## src/verilog/rpl_pkg.sv

```systemverilog
// Contract
// - Input control register disables either receive port.
// - Port disable bits change only from local writes.
// - Page select picks port for private accesses.
// - Page select defaults to port zero registers.
// - Per-port 7-bit address reaches private and shared.
// - Forwarding disabled after reset until enabled.
// - Lock and pass pins plus device status.
// - Two-bit selectors: port0, port1, OR, AND.
// - Lock asserted only after synchronization is stable.
// - Optional bit-error check inside lock detection.
// - Port lock status in status bit zero.
// - Port lock may condition video forwarding.
// - Raw12 high-freq lock pin needs active pixel clock.
// - Port lock bit high on any serializer link.
// - Lock bit high opens remote access.
// - Raw10 lock pin high whenever link exists.
// - Lock loss restarts receiver acquisition sequence.
// - Errored frames truncated; resume after lock returns.
// - Pass after programmed count of valid frames.
// - Forwarding may wait for pass conditions.
package rpl_pkg;
  // ----------------------------------------
  // Register offsets
  // ----------------------------------------
  localparam logic [7:0] ADDR_DEV_STS = 8'h04;
  localparam logic [7:0] ADDR_RX_CTL = 8'h0C;
  localparam logic [7:0] ADDR_FWD_CTL = 8'h20;
  localparam logic [7:0] ADDR_PAGE_SEL = 8'h4C;
  localparam logic [7:0] ADDR_PORT_STS1 = 8'h4D;
  localparam logic [7:0] ADDR_PORT_CFG = 8'h58;
  localparam logic [7:0] ADDR_PASS_CFG = 8'h59;
  localparam logic [7:0] ADDR_PORT_ID0 = 8'hF8;
  localparam logic [7:0] ADDR_PORT_ID1 = 8'hF9;
  // ----------------------------------------
  // Reset values
  // ----------------------------------------
  localparam logic [7:0] RST_RX_CTL = 8'h03;
  localparam logic [7:0] RST_FWD_CTL = 8'h00;
  localparam logic [7:0] RST_PAGE_SEL = 8'h01;
  localparam logic [7:0] RST_PORT_CFG = 8'h04;
  localparam logic [7:0] RST_PASS_CFG = 8'h13;
  localparam logic [6:0] RST_PORT_ID = 7'h00;
  // ----------------------------------------
  // Field positions
  // ----------------------------------------
  localparam int RXC_EN = 0;
  localparam int RXC_LSEL = 2;
  localparam int RXC_PSEL = 4;
  localparam int PSEL_RD = 4;
  localparam int PCFG_ERRCHK = 0;
  localparam int PCFG_WPASS = 1;
  localparam int PCFG_NLOCK = 2;
  localparam int PCFG_MODE = 4;
  localparam int PASS_THR = 0;
  localparam int PASS_CERR = 4;
  localparam int PASS_CLEN = 5;
  localparam int PASS_CLINES = 6;
  localparam int STS_LOCK = 0;
  localparam int STS_PASS = 1;
  localparam int STS_PIN = 2;
  localparam int STS_FWD = 3;
  // ----------------------------------------
  // Timing
  // ----------------------------------------
  localparam int CLK_MHZ = 50;
  localparam int LOCK_STABLE_US = 10;
  localparam int LOCK_STABLE_CYC = LOCK_STABLE_US * CLK_MHZ;
  localparam int RX_RST_NS = 1000;
  localparam int RX_RST_CYC = (RX_RST_NS * CLK_MHZ + 999) / 1000;
  localparam int ERR_WIN_US = 20;
  localparam int ERR_WIN_CYC = ERR_WIN_US * CLK_MHZ;
  localparam logic [3:0] ERR_LIMIT = 4'h4;
  localparam int VID_DATA_W = 16;
  // ----------------------------------------
  // Types
  // ----------------------------------------
  typedef enum logic [1:0] {MODE_CSI, MODE_RAW10, MODE_RAW12HF, MODE_RAW12LF} rpl_mode_e;
  typedef enum logic [1:0] {LK_RESTART, LK_ACQ, LK_LOCKED} rpl_lock_e;
  typedef struct packed {
    logic [VID_DATA_W-1:0] data;
    logic eol;
    logic eof;
    logic trunc;
  } rpl_beat_s;
  typedef struct packed {
    logic we;
    logic remote;
    logic [6:0] dev_id;
    logic [7:0] addr;
    logic [7:0] wdata;
  } rpl_req_s;
endpackage

```

## src/verilog/rpl_top.sv

```systemverilog
`timescale 1ns/1ps
// ----------------------------------------
// Buffer between a receive port and its output.
// ----------------------------------------
module rpl_fifo #(
  parameter int WIDTH = 19,
  parameter int DEPTH = 8
) (
  input wire logic CLK, // System clock.
  input wire logic RST, // Asynchronous reset.
  input wire logic [WIDTH-1:0] IN_DATA, // Write data.
  input wire logic IN_VALID, // Write request.
  output logic IN_READY, // Room available.
  output logic [WIDTH-1:0] OUT_DATA, // Head word.
  output logic OUT_VALID, // Head word present.
  input wire logic OUT_READY // Drain side takes head.
);
  localparam int AW = $clog2(DEPTH);
  initial begin
    if (DEPTH < 2 || (1 << AW) != DEPTH) $error("DEPTH must be a power of two");
  end
  logic [WIDTH-1:0] mem [DEPTH];
  logic [AW:0] wp_r;
  logic [AW:0] rp_r;
  logic full;
  logic empty;

  // Full when pointers differ only in the wrap bit.
  assign full = (wp_r[AW] != rp_r[AW]) && (wp_r[AW-1:0] == rp_r[AW-1:0]);
  assign empty = wp_r == rp_r;
  assign IN_READY = !full;
  assign OUT_VALID = !empty;
  assign OUT_DATA = mem[rp_r[AW-1:0]];

  // Storage writes.
  always_ff @(posedge CLK) begin
    if (IN_VALID && !full) begin
      mem[wp_r[AW-1:0]] <= IN_DATA;
    end
  end

  // Pointer updates.
  always_ff @(posedge CLK or posedge RST) begin
    if (RST) begin
      wp_r <= '0;
      rp_r <= '0;
    end else begin
      if (IN_VALID && !full) begin
        wp_r <= wp_r + 1'b1;
      end
      if (OUT_READY && !empty) begin
        rp_r <= rp_r + 1'b1;
      end
    end
  end
endmodule // rpl_fifo

`timescale 1ns/1ps
// ----------------------------------------
// Receive port control, lock and pass status.
// ----------------------------------------
module rpl_top
  import rpl_pkg::*;
#(
  parameter logic [6:0] MAIN_ID = 7'h30, // Arbitrary value.
  parameter int FIFO_DEPTH = 8
) (
  input wire logic CLK, // 50 MHz clock.
  input wire logic RST, // Asynchronous reset.
  input wire logic REG_REQ, // Register access strobe.
  input rpl_req_s REG_CMD, // Access fields.
  output logic REG_ACK, // Answer strobe.
  output logic REG_HIT, // Address was ours.
  output logic [7:0] REG_RDATA, // Read data.
  input wire logic [1:0] LINK_SYNC, // Receiver in sync.
  input wire logic [1:0] LINK_BIT_ERR, // Link bit error pulse.
  input wire logic [1:0] SER_PCLK_ACT, // Remote pixel clock active.
  output logic [1:0] RX_RESTART, // Receiver reset request.
  output logic [1:0] PORT_LOCK_GPIO, // Per-port lock flag.
  output logic [1:0] REMOTE_I2C_EN, // Remote access allowed.
  output logic LOCK, // Selected lock pin.
  output logic PASS, // Selected pass pin.
  input rpl_beat_s [1:0] VID_IN, // Incoming video beats.
  input wire logic [1:0] VID_IN_VALID, // Beat valid.
  output logic [1:0] VID_IN_READY, // Beat taken.
  output rpl_beat_s [1:0] VID_OUT, // Forwarded beats.
  output logic [1:0] VID_OUT_VALID, // Forwarded beat valid.
  input wire logic [1:0] VID_OUT_READY // Sink takes beat.
);
  initial begin
    if (FIFO_DEPTH < 2) $error("FIFO_DEPTH too small");
  end

  // ----------------------------------------
  // Helpers
  // ----------------------------------------
  function automatic logic src_sel(input logic [1:0] s, input logic [1:0] v,
                                   input logic [1:0] en);
    case (s)
      2'h0: src_sel = v[0];
      2'h1: src_sel = v[1];
      2'h2: src_sel = |(v & en);
      default: src_sel = (en != 2'h0) && ((v & en) == en);
    endcase
  endfunction

  // ----------------------------------------
  // Registers
  // ----------------------------------------
  logic [7:0] rx_ctl_r;
  logic [7:0] fwd_ctl_r;
  logic [7:0] page_sel_r;
  logic [7:0] pcfg_r [2];
  logic [7:0] pass_cfg_r [2];
  logic [6:0] port_id_r [2];
  logic [1:0] port_en;
  logic [1:0] id_port;
  logic id_main;
  logic hit;
  logic [1:0] wmask;
  logic rport;
  logic [7:0] rd_nxt;
  logic [1:0] lock_flag;
  logic [1:0] lock_pin;
  logic [1:0] pass_r;
  logic [1:0] fwd_frame_r;

  assign port_en = rx_ctl_r[RXC_EN +: 2];
  assign id_main = REG_CMD.dev_id == MAIN_ID;
  always_comb begin
    for (int p = 0; p < 2; p++) begin
      id_port[p] = (port_id_r[p] != RST_PORT_ID) && (REG_CMD.dev_id == port_id_r[p]);
    end
  end
  assign hit = id_main || (id_port != 2'h0);

  // Port addresses bypass paging; the main address follows the page select.
  always_comb begin
    wmask = page_sel_r[1:0];
    rport = page_sel_r[PSEL_RD];
    if (id_port[0]) begin
      wmask = 2'h1;
      rport = 1'b0;
    end else if (id_port[1]) begin
      wmask = 2'h2;
      rport = 1'b1;
    end
  end

  // Shared registers; every address we match reaches them.
  always_ff @(posedge CLK or posedge RST) begin
    if (RST) begin
      rx_ctl_r <= RST_RX_CTL;
      fwd_ctl_r <= RST_FWD_CTL;
      page_sel_r <= RST_PAGE_SEL;
      port_id_r[0] <= RST_PORT_ID;
      port_id_r[1] <= RST_PORT_ID;
    end else if (REG_REQ && REG_CMD.we && hit) begin
      case (REG_CMD.addr)
        ADDR_RX_CTL: begin
          rx_ctl_r[7:2] <= REG_CMD.wdata[7:2];
          if (!REG_CMD.remote) begin
            rx_ctl_r[1:0] <= REG_CMD.wdata[1:0];
          end
        end
        ADDR_FWD_CTL: fwd_ctl_r <= REG_CMD.wdata;
        ADDR_PAGE_SEL: page_sel_r <= REG_CMD.wdata;
        ADDR_PORT_ID0: port_id_r[0] <= REG_CMD.wdata[6:0];
        ADDR_PORT_ID1: port_id_r[1] <= REG_CMD.wdata[6:0];
        default: ;
      endcase
    end
  end

  // Private per-port registers, written through the page mask.
  always_ff @(posedge CLK or posedge RST) begin
    if (RST) begin
      for (int p = 0; p < 2; p++) begin
        pcfg_r[p] <= RST_PORT_CFG;
        pass_cfg_r[p] <= RST_PASS_CFG;
      end
    end else if (REG_REQ && REG_CMD.we && hit) begin
      for (int p = 0; p < 2; p++) begin
        if (wmask[p] && REG_CMD.addr == ADDR_PORT_CFG) begin
          pcfg_r[p] <= REG_CMD.wdata;
        end
        if (wmask[p] && REG_CMD.addr == ADDR_PASS_CFG) begin
          pass_cfg_r[p] <= REG_CMD.wdata;
        end
      end
    end
  end

  // Read multiplexer; unmapped offsets read as zero.
  always_comb begin
    rd_nxt = 8'h00;
    case (REG_CMD.addr)
      ADDR_DEV_STS: begin
        rd_nxt[STS_LOCK] = LOCK;
        rd_nxt[STS_PASS] = PASS;
      end
      ADDR_RX_CTL: rd_nxt = rx_ctl_r;
      ADDR_FWD_CTL: rd_nxt = fwd_ctl_r;
      ADDR_PAGE_SEL: rd_nxt = page_sel_r;
      ADDR_PORT_STS1: begin
        rd_nxt[STS_LOCK] = lock_flag[rport];
        rd_nxt[STS_PASS] = pass_r[rport];
        rd_nxt[STS_PIN] = lock_pin[rport];
        rd_nxt[STS_FWD] = fwd_frame_r[rport];
      end
      ADDR_PORT_CFG: rd_nxt = pcfg_r[rport];
      ADDR_PASS_CFG: rd_nxt = pass_cfg_r[rport];
      ADDR_PORT_ID0: rd_nxt = {1'b0, port_id_r[0]};
      ADDR_PORT_ID1: rd_nxt = {1'b0, port_id_r[1]};
      default: rd_nxt = 8'h00;
    endcase
  end

  // Answer one cycle after each request.
  always_ff @(posedge CLK or posedge RST) begin
    if (RST) begin
      REG_ACK <= 1'b0;
      REG_HIT <= 1'b0;
      REG_RDATA <= 8'h00;
    end else begin
      REG_ACK <= REG_REQ;
      REG_HIT <= REG_REQ && hit;
      if (REG_REQ && hit && !REG_CMD.we) begin
        REG_RDATA <= rd_nxt;
      end
    end
  end

  // ----------------------------------------
  // Lock detection
  // ----------------------------------------
  rpl_lock_e lk_st_r [2];
  logic [15:0] lk_cnt_r [2];
  logic [15:0] win_cnt_r [2];
  logic [3:0] err_cnt_r [2];
  logic [1:0] err_lim;
  logic [1:0] lost;

  always_comb begin
    for (int p = 0; p < 2; p++) begin
      lock_flag[p] = lk_st_r[p] == LK_LOCKED;
      err_lim[p] = pcfg_r[p][PCFG_ERRCHK] && (err_cnt_r[p] >= ERR_LIMIT);
      lost[p] = lock_flag[p] && (!LINK_SYNC[p] || err_lim[p] || !port_en[p]);
      RX_RESTART[p] = lk_st_r[p] == LK_RESTART;
    end
  end

  // Acquire, hold and restart sequence per port.
  always_ff @(posedge CLK or posedge RST) begin
    if (RST) begin
      for (int p = 0; p < 2; p++) begin
        lk_st_r[p] <= LK_RESTART;
        lk_cnt_r[p] <= 16'h0000;
      end
    end else begin
      for (int p = 0; p < 2; p++) begin
        case (lk_st_r[p])
          LK_RESTART: begin
            if (lk_cnt_r[p] >= 16'(RX_RST_CYC - 1)) begin
              lk_st_r[p] <= LK_ACQ;
              lk_cnt_r[p] <= 16'h0000;
            end else begin
              lk_cnt_r[p] <= lk_cnt_r[p] + 16'h0001;
            end
          end
          LK_ACQ: begin
            if (!LINK_SYNC[p] || !port_en[p]) begin
              lk_cnt_r[p] <= 16'h0000;
            end else if (lk_cnt_r[p] >= 16'(LOCK_STABLE_CYC - 1)) begin
              lk_st_r[p] <= LK_LOCKED;
              lk_cnt_r[p] <= 16'h0000;
            end else begin
              lk_cnt_r[p] <= lk_cnt_r[p] + 16'h0001;
            end
          end
          LK_LOCKED: begin
            if (lost[p]) begin
              lk_st_r[p] <= LK_RESTART;
            end
          end
          default: lk_st_r[p] <= LK_RESTART;
        endcase
      end
    end
  end

  // Bit errors counted in fixed windows while locked.
  always_ff @(posedge CLK or posedge RST) begin
    if (RST) begin
      for (int p = 0; p < 2; p++) begin
        win_cnt_r[p] <= 16'h0000;
        err_cnt_r[p] <= 4'h0;
      end
    end else begin
      for (int p = 0; p < 2; p++) begin
        if (!lock_flag[p] || win_cnt_r[p] >= 16'(ERR_WIN_CYC - 1)) begin
          win_cnt_r[p] <= 16'h0000;
          err_cnt_r[p] <= 4'h0;
        end else begin
          win_cnt_r[p] <= win_cnt_r[p] + 16'h0001;
          if (LINK_BIT_ERR[p] && err_cnt_r[p] != 4'hF) begin
            err_cnt_r[p] <= err_cnt_r[p] + 4'h1;
          end
        end
      end
    end
  end

  // Pin-level lock qualifies by mode and remote pixel clock.
  always_comb begin
    for (int p = 0; p < 2; p++) begin
      if (rpl_mode_e'(pcfg_r[p][PCFG_MODE +: 2]) == MODE_RAW12HF) begin
        lock_pin[p] = lock_flag[p] && SER_PCLK_ACT[p];
      end else begin
        lock_pin[p] = lock_flag[p];
      end
    end
  end

  // Status pins and per-port indications.
  always_ff @(posedge CLK or posedge RST) begin
    if (RST) begin
      LOCK <= 1'b0;
      PASS <= 1'b0;
      PORT_LOCK_GPIO <= 2'h0;
      REMOTE_I2C_EN <= 2'h0;
    end else begin
      LOCK <= src_sel(rx_ctl_r[RXC_LSEL +: 2], lock_pin, port_en);
      PASS <= src_sel(rx_ctl_r[RXC_PSEL +: 2], pass_r, port_en);
      PORT_LOCK_GPIO <= lock_flag;
      REMOTE_I2C_EN <= lock_flag;
    end
  end

  // ----------------------------------------
  // Frame checking and pass
  // ----------------------------------------
  logic [1:0] fire;
  logic [1:0] eol_any;
  logic [15:0] ll_cnt_r [2];
  logic [15:0] ll_prev_r [2];
  logic [15:0] lc_cnt_r [2];
  logic [15:0] lc_prev_r [2];
  logic [1:0] have_ll_r;
  logic [1:0] have_lc_r;
  logic [1:0] bad_r;
  logic [3:0] good_cnt_r [2];
  logic [1:0] len_bad;
  logic [1:0] lines_bad;
  logic [1:0] frame_ok;

  always_comb begin
    for (int p = 0; p < 2; p++) begin
      fire[p] = VID_IN_VALID[p] && VID_IN_READY[p];
      eol_any[p] = VID_IN[p].eol || VID_IN[p].eof;
      len_bad[p] = pass_cfg_r[p][PASS_CLEN] && have_ll_r[p] &&
                   (ll_cnt_r[p] + 16'h0001 != ll_prev_r[p]);
      lines_bad[p] = pass_cfg_r[p][PASS_CLINES] && have_lc_r[p] &&
                     (lc_cnt_r[p] + 16'h0001 != lc_prev_r[p]);
      frame_ok[p] = !bad_r[p] && !len_bad[p] && !lines_bad[p] &&
                    !(pass_cfg_r[p][PASS_CERR] && LINK_BIT_ERR[p]);
    end
  end

  // Line length, line count and error tracking per frame.
  always_ff @(posedge CLK or posedge RST) begin
    if (RST) begin
      for (int p = 0; p < 2; p++) begin
        ll_cnt_r[p] <= 16'h0000;
        ll_prev_r[p] <= 16'h0000;
        lc_cnt_r[p] <= 16'h0000;
        lc_prev_r[p] <= 16'h0000;
        good_cnt_r[p] <= 4'h0;
      end
      have_ll_r <= 2'h0;
      have_lc_r <= 2'h0;
      bad_r <= 2'h0;
      pass_r <= 2'h0;
    end else begin
      for (int p = 0; p < 2; p++) begin
        if (!lock_flag[p]) begin
          good_cnt_r[p] <= 4'h0;
          pass_r[p] <= 1'b0;
          have_ll_r[p] <= 1'b0;
          have_lc_r[p] <= 1'b0;
        end else begin
          if (LINK_BIT_ERR[p] && pass_cfg_r[p][PASS_CERR]) begin
            bad_r[p] <= 1'b1;
          end
          if (fire[p]) begin
            ll_cnt_r[p] <= eol_any[p] ? 16'h0000 : ll_cnt_r[p] + 16'h0001;
          end
          if (fire[p] && eol_any[p]) begin
            ll_prev_r[p] <= ll_cnt_r[p] + 16'h0001;
            have_ll_r[p] <= 1'b1;
            lc_cnt_r[p] <= lc_cnt_r[p] + 16'h0001;
            if (len_bad[p]) begin
              bad_r[p] <= 1'b1;
            end
          end
          if (fire[p] && VID_IN[p].eof) begin
            lc_cnt_r[p] <= 16'h0000;
            lc_prev_r[p] <= lc_cnt_r[p] + 16'h0001;
            have_lc_r[p] <= 1'b1;
            bad_r[p] <= 1'b0;
            if (frame_ok[p]) begin
              if (good_cnt_r[p] != 4'hF) begin
                good_cnt_r[p] <= good_cnt_r[p] + 4'h1;
              end
              if (good_cnt_r[p] + 4'h1 >= pass_cfg_r[p][PASS_THR +: 4]) begin
                pass_r[p] <= 1'b1;
              end
            end else begin
              good_cnt_r[p] <= 4'h0;
              pass_r[p] <= 1'b0;
            end
          end
        end
      end
    end
  end

  // ----------------------------------------
  // Forwarding and truncation
  // ----------------------------------------
  logic [1:0] in_frame_r;
  logic [1:0] hold_r;
  logic [1:0] trunc_pend_r;
  logic [1:0] gate;
  logic [1:0] fwd_beat;
  logic [1:0] fifo_rdy;
  rpl_beat_s [1:0] push;

  // Forwarding permission sampled at each frame start.
  always_comb begin
    for (int p = 0; p < 2; p++) begin
      gate[p] = port_en[p] && fwd_ctl_r[p] && !hold_r[p] &&
                (!pcfg_r[p][PCFG_NLOCK] || lock_flag[p]) &&
                (!pcfg_r[p][PCFG_WPASS] || pass_r[p]);
      fwd_beat[p] = in_frame_r[p] ? fwd_frame_r[p] : gate[p];
      VID_IN_READY[p] = fwd_beat[p] ? fifo_rdy[p] : 1'b1;
      push[p] = VID_IN[p];
      push[p].trunc = 1'b0;
      if (trunc_pend_r[p] || LINK_BIT_ERR[p] || lost[p]) begin
        push[p].eof = 1'b1;
        push[p].trunc = 1'b1;
      end
    end
  end

  // Frame tracking, truncation and resume after lock.
  always_ff @(posedge CLK or posedge RST) begin
    if (RST) begin
      in_frame_r <= 2'h0;
      fwd_frame_r <= 2'h0;
      hold_r <= 2'h0;
      trunc_pend_r <= 2'h0;
    end else begin
      for (int p = 0; p < 2; p++) begin
        if (lost[p]) begin
          hold_r[p] <= 1'b1;
        end else if (lock_flag[p]) begin
          hold_r[p] <= 1'b0;
        end
        if (fire[p]) begin
          in_frame_r[p] <= !VID_IN[p].eof;
          if (!in_frame_r[p]) begin
            fwd_frame_r[p] <= gate[p] && !push[p].eof;
          end else if (push[p].eof) begin
            fwd_frame_r[p] <= 1'b0;
          end
          trunc_pend_r[p] <= 1'b0;
        end else if (fwd_frame_r[p] && (LINK_BIT_ERR[p] || lost[p])) begin
          trunc_pend_r[p] <= 1'b1;
        end
      end
    end
  end

  // One buffer per port in the forwarded path.
  for (genvar g = 0; g < 2; g++) begin : g_buf
    rpl_fifo #(
      .WIDTH($bits(rpl_beat_s)),
      .DEPTH(FIFO_DEPTH)
    ) u_fifo (
      .CLK(CLK),
      .RST(RST),
      .IN_DATA(push[g]),
      .IN_VALID(VID_IN_VALID[g] && fwd_beat[g]),
      .IN_READY(fifo_rdy[g]),
      .OUT_DATA(VID_OUT[g]),
      .OUT_VALID(VID_OUT_VALID[g]),
      .OUT_READY(VID_OUT_READY[g])
    );
  end
endmodule // rpl_top

```

## config.mk

```make
export PLATFORM = sky130hd
export DESIGN_NAME = rpl_top
export DESIGN_NICKNAME = d
export VERILOG_FILES = /design/src/verilog/rpl_pkg.sv /design/src/verilog/rpl_top.sv
export SDC_FILE = /design/constraint.sdc
export NUM_CORES = 1
export LEC_CHECK = 0
export BUFFER_PORTS_ARGS = -buffer_cell sky130_fd_sc_hd__buf_2
export CAP_MARGIN = 15
export CORE_MARGIN = 5
export CORE_UTILIZATION = 55
export DETAILED_ROUTE_END_ITERATION = 7
export PLACE_DENSITY = 0.75
export SYNTH_ARGS = -nofsm -noshare
export SYNTH_HDL_FRONTEND = slang
export SYNTH_SLANG_ARGS = --single-unit
```

## constraint.sdc

```tcl
create_clock -name CLK -period 9.9 [get_ports CLK]
set_clock_uncertainty 0.2 [all_clocks]
set_input_delay 0.99 -clock CLK [delete_from_list [all_inputs] [get_ports CLK]]
set_output_delay 0.99 -clock CLK [all_outputs]
set_load 0.05 [all_outputs]
```

==> results.cfg <==
[power_and_ir_drop]
pwr_density_cell_nw_per_um2 = 184
p_leak_nw = 12.8
ir_worst_vdd_mv = 0.152
design_power_total_w = 0.00599

[cts]
cts-root-buf = clkbuf_16
insertion_delay_ns = 0.60
ctsHtreeMaxLevel = 3
cts_buffers = 67
ctsHoldBuffers = 0
post_cts_resized = 0
clockBufferDepth = 3
cts_setup_buffers = 0
clk_pin_slew_ns = 0.06
cts_sinks = 632
cts_tree = done

[synthesis]
synth.top_cell.area_share = 0.316
post_synth_num_cell_types = 96
synth_top_area_cell = edfxtp_1
netlist_area_um2 = 28900
ys_seq_area_frac = 0.601
synth_edf_count = 304
ys.flop_type = dfrtp_1
synth_seq_cells = 632
synth-async-reset-ratio = 0.519
ys_warn_count = 0
syn-instance-count = 2208
synthTopCellsByArea = edfxtp_1 32%, dfrtp_1 27%, mux4_2 5.9%
avgSynthCellArea_um2 = 13.1

[place]
routabilityCongestion = 0.882
dpl.hpwl_um = 39100
io_buffers = 133

[timing]
slew-limit-headroom = 0.251
tightest_slew_ns = 1.11
min_period_over_period = 0.417
setup_viol = 0
final.setup.tns_ns = 0
clock.fmax_mhz = 242
period_needed_ns = 4.13
slew_viol_final = 0
finalHoldViolations = 0
grt_setup_unrepaired = false

[worst_hold_path]
min_path_type = in -> async

[run]
max-cap-violations = 0

[worst_setup_path]
critPathRequiredTime_ns = 10.18
cp_slowest_stage_delay_ns = 0.66
cp_max_fo = 28
reg2reg_depth = 7
setup.worst_path.class = reg -> reg
worstPathArrival_ns = 4.41
cp_slowest_cell = a221oi_1
end_kind = register
worst_setup_path_start_kind = register
path_cells = nand2b_1, a221oi_1, o21bai_1, nand3_1, o21bai_2, buf_4, mux2_2

[global_route]
grt_pass1_wl_um = 98500
grt_max_degree = 79
grt_overflow = 0
grtUsageTotal = 0.212
antenna_found_initial = 4
grt_pass1_vias = 18600

[finish]
fin_util = 0.621
area_growth_syn_to_layout_pct = 12.4
multi_input_area_um2 = 11000
final_common_cell = dfrtp_1
drive_above_1_share = 0.214
fillers = 3799
nNetsFinal = 2453
seq_area_um2 = 17400
mostFrequentLayoutCells = 315 x dfrtp_1, 304 x edfxtp_1, 198 x nand2_1

[drt]
drt-initial-drc-count = 1290
wl_um = 60400
drc = 0
vias = 18100
wire_per_inst_um = 19.5
first_pass_iters = 7
postRouteAntennaNets = 0
drt-vias-per-instance = 5.85

[die]
row_count = 84
dieArea_um2 = 57200
ios = 136
die_y_um = 239
core_um2 = 52200
die_w_um = 239
start_util = 0.553

[status]
outcome = completed
final cells by class:
class	count	area share
clock inverters	20	0.00594
repair buffers	164	0.0285
well taps	688	0.0265
multi-input cells	1437	0.338
diodes	3	0.000231
flip-flops and latches	632	0.535
clock buffers	103	0.0609
inverters	46	0.00544
metal layers:
layer	up-vias	GRT usage	part of all wire
met5	-	0	0.00035
met4	4	0.0552	0.023
met3	107	0.0381	0.050
met2	472	0.363	0.51
met1	9057	0.285	0.42
li1	8462	-	-
state kept, by name (all words and copies together) (netlist names), 14 cells and up:
register / count
pass_cfg_r: 16
lk_cnt_r: 32
pcfg_r: 16
lc_cnt_r: 32
g_buf.u_fifo.mem: 304
ll_prev_r: 32
win_cnt_r: 32
port_id_r: 14
ll_cnt_r: 32
lc_prev_r: 32
cells in the mapped netlist (22+ instances only):
master	instances
dfrtp_1	317
edfxtp_1	304
nand2_1	198
nor2_1	161
o21ai_0	158
mux2_2	116
xnor2_1	92
xor2_1	79
mux4_2	76
clkbuf_1	62
nand3_1	61
a21oi_1	46
inv_1	44
nor3_1	41
o31ai_1	37
nand4_1	30
ha_1	29
nor4_1	24
and3_1	22
nand2b_1	22
path summary, 6_finish.rpt:
path,start,end,slack (ns)
min in group CLK,have_ll_r[0],have_ll_r[0],0.27
worst min-delay path,RST,lk_cnt_r[27],0.12
max in group asynchronous,RST,g_buf[1].u_fifo.rp_r[0],7.15
worst max register to register,lk_st_r[3],ll_prev_r[18],5.77
worst min register to register,have_ll_r[0],have_ll_r[0],0.27
worst max-delay path,lk_st_r[3],ll_prev_r[18],5.77
critical path, delay by kind of cell (launching register included):
| family | cells | cell delay (ns) |
|---|---|---|
| AO/OA/AOI/OAI | 3 | 1.43 |
| AND/OR/NAND/NOR | 2 | 0.98 |
| flip-flops | 1 | 0.60 |
| buffers and inverters | 1 | 0.42 |
| multiplexers | 1 | 0.37 |
cells by family after synthesis:
kind of cell,synth area share
muxes,0.110
AOI/OAI and AO/OA,0.0790
DFF,0.601
adders and majority gates,0.0126
other,0.000130
and+or+nand+nor,0.111
xor gates and xnor gates,0.0630
buffers and inverters,0.0227
power breakdown:
group	total [W]	internal (W)	switching (W)
Combinational	0.000715	0.000268	0.000448
Clock	0.00245	0.00144	0.00101
Sequential	0.00282	0.00277	0.0000513
Total	0.00599	0.00448	0.00151
per-stage QoR:
stage	instances	hold WS, ns	setup slack, ns	cell area [um2]
2_1_floorplan	2219	0.239	4.34	28900
3_3_place_gp	2963	0.254	5.93	30200
3_5_place_dp	2964	0.259	5.82	30200
4_1_cts	3087	0.274	5.70	32400
5_1_grt	3091	0.118	5.57	32400
6_report	3093	0.120	5.77	32500
No activity file was read; power rests on OpenSTA's default activity.
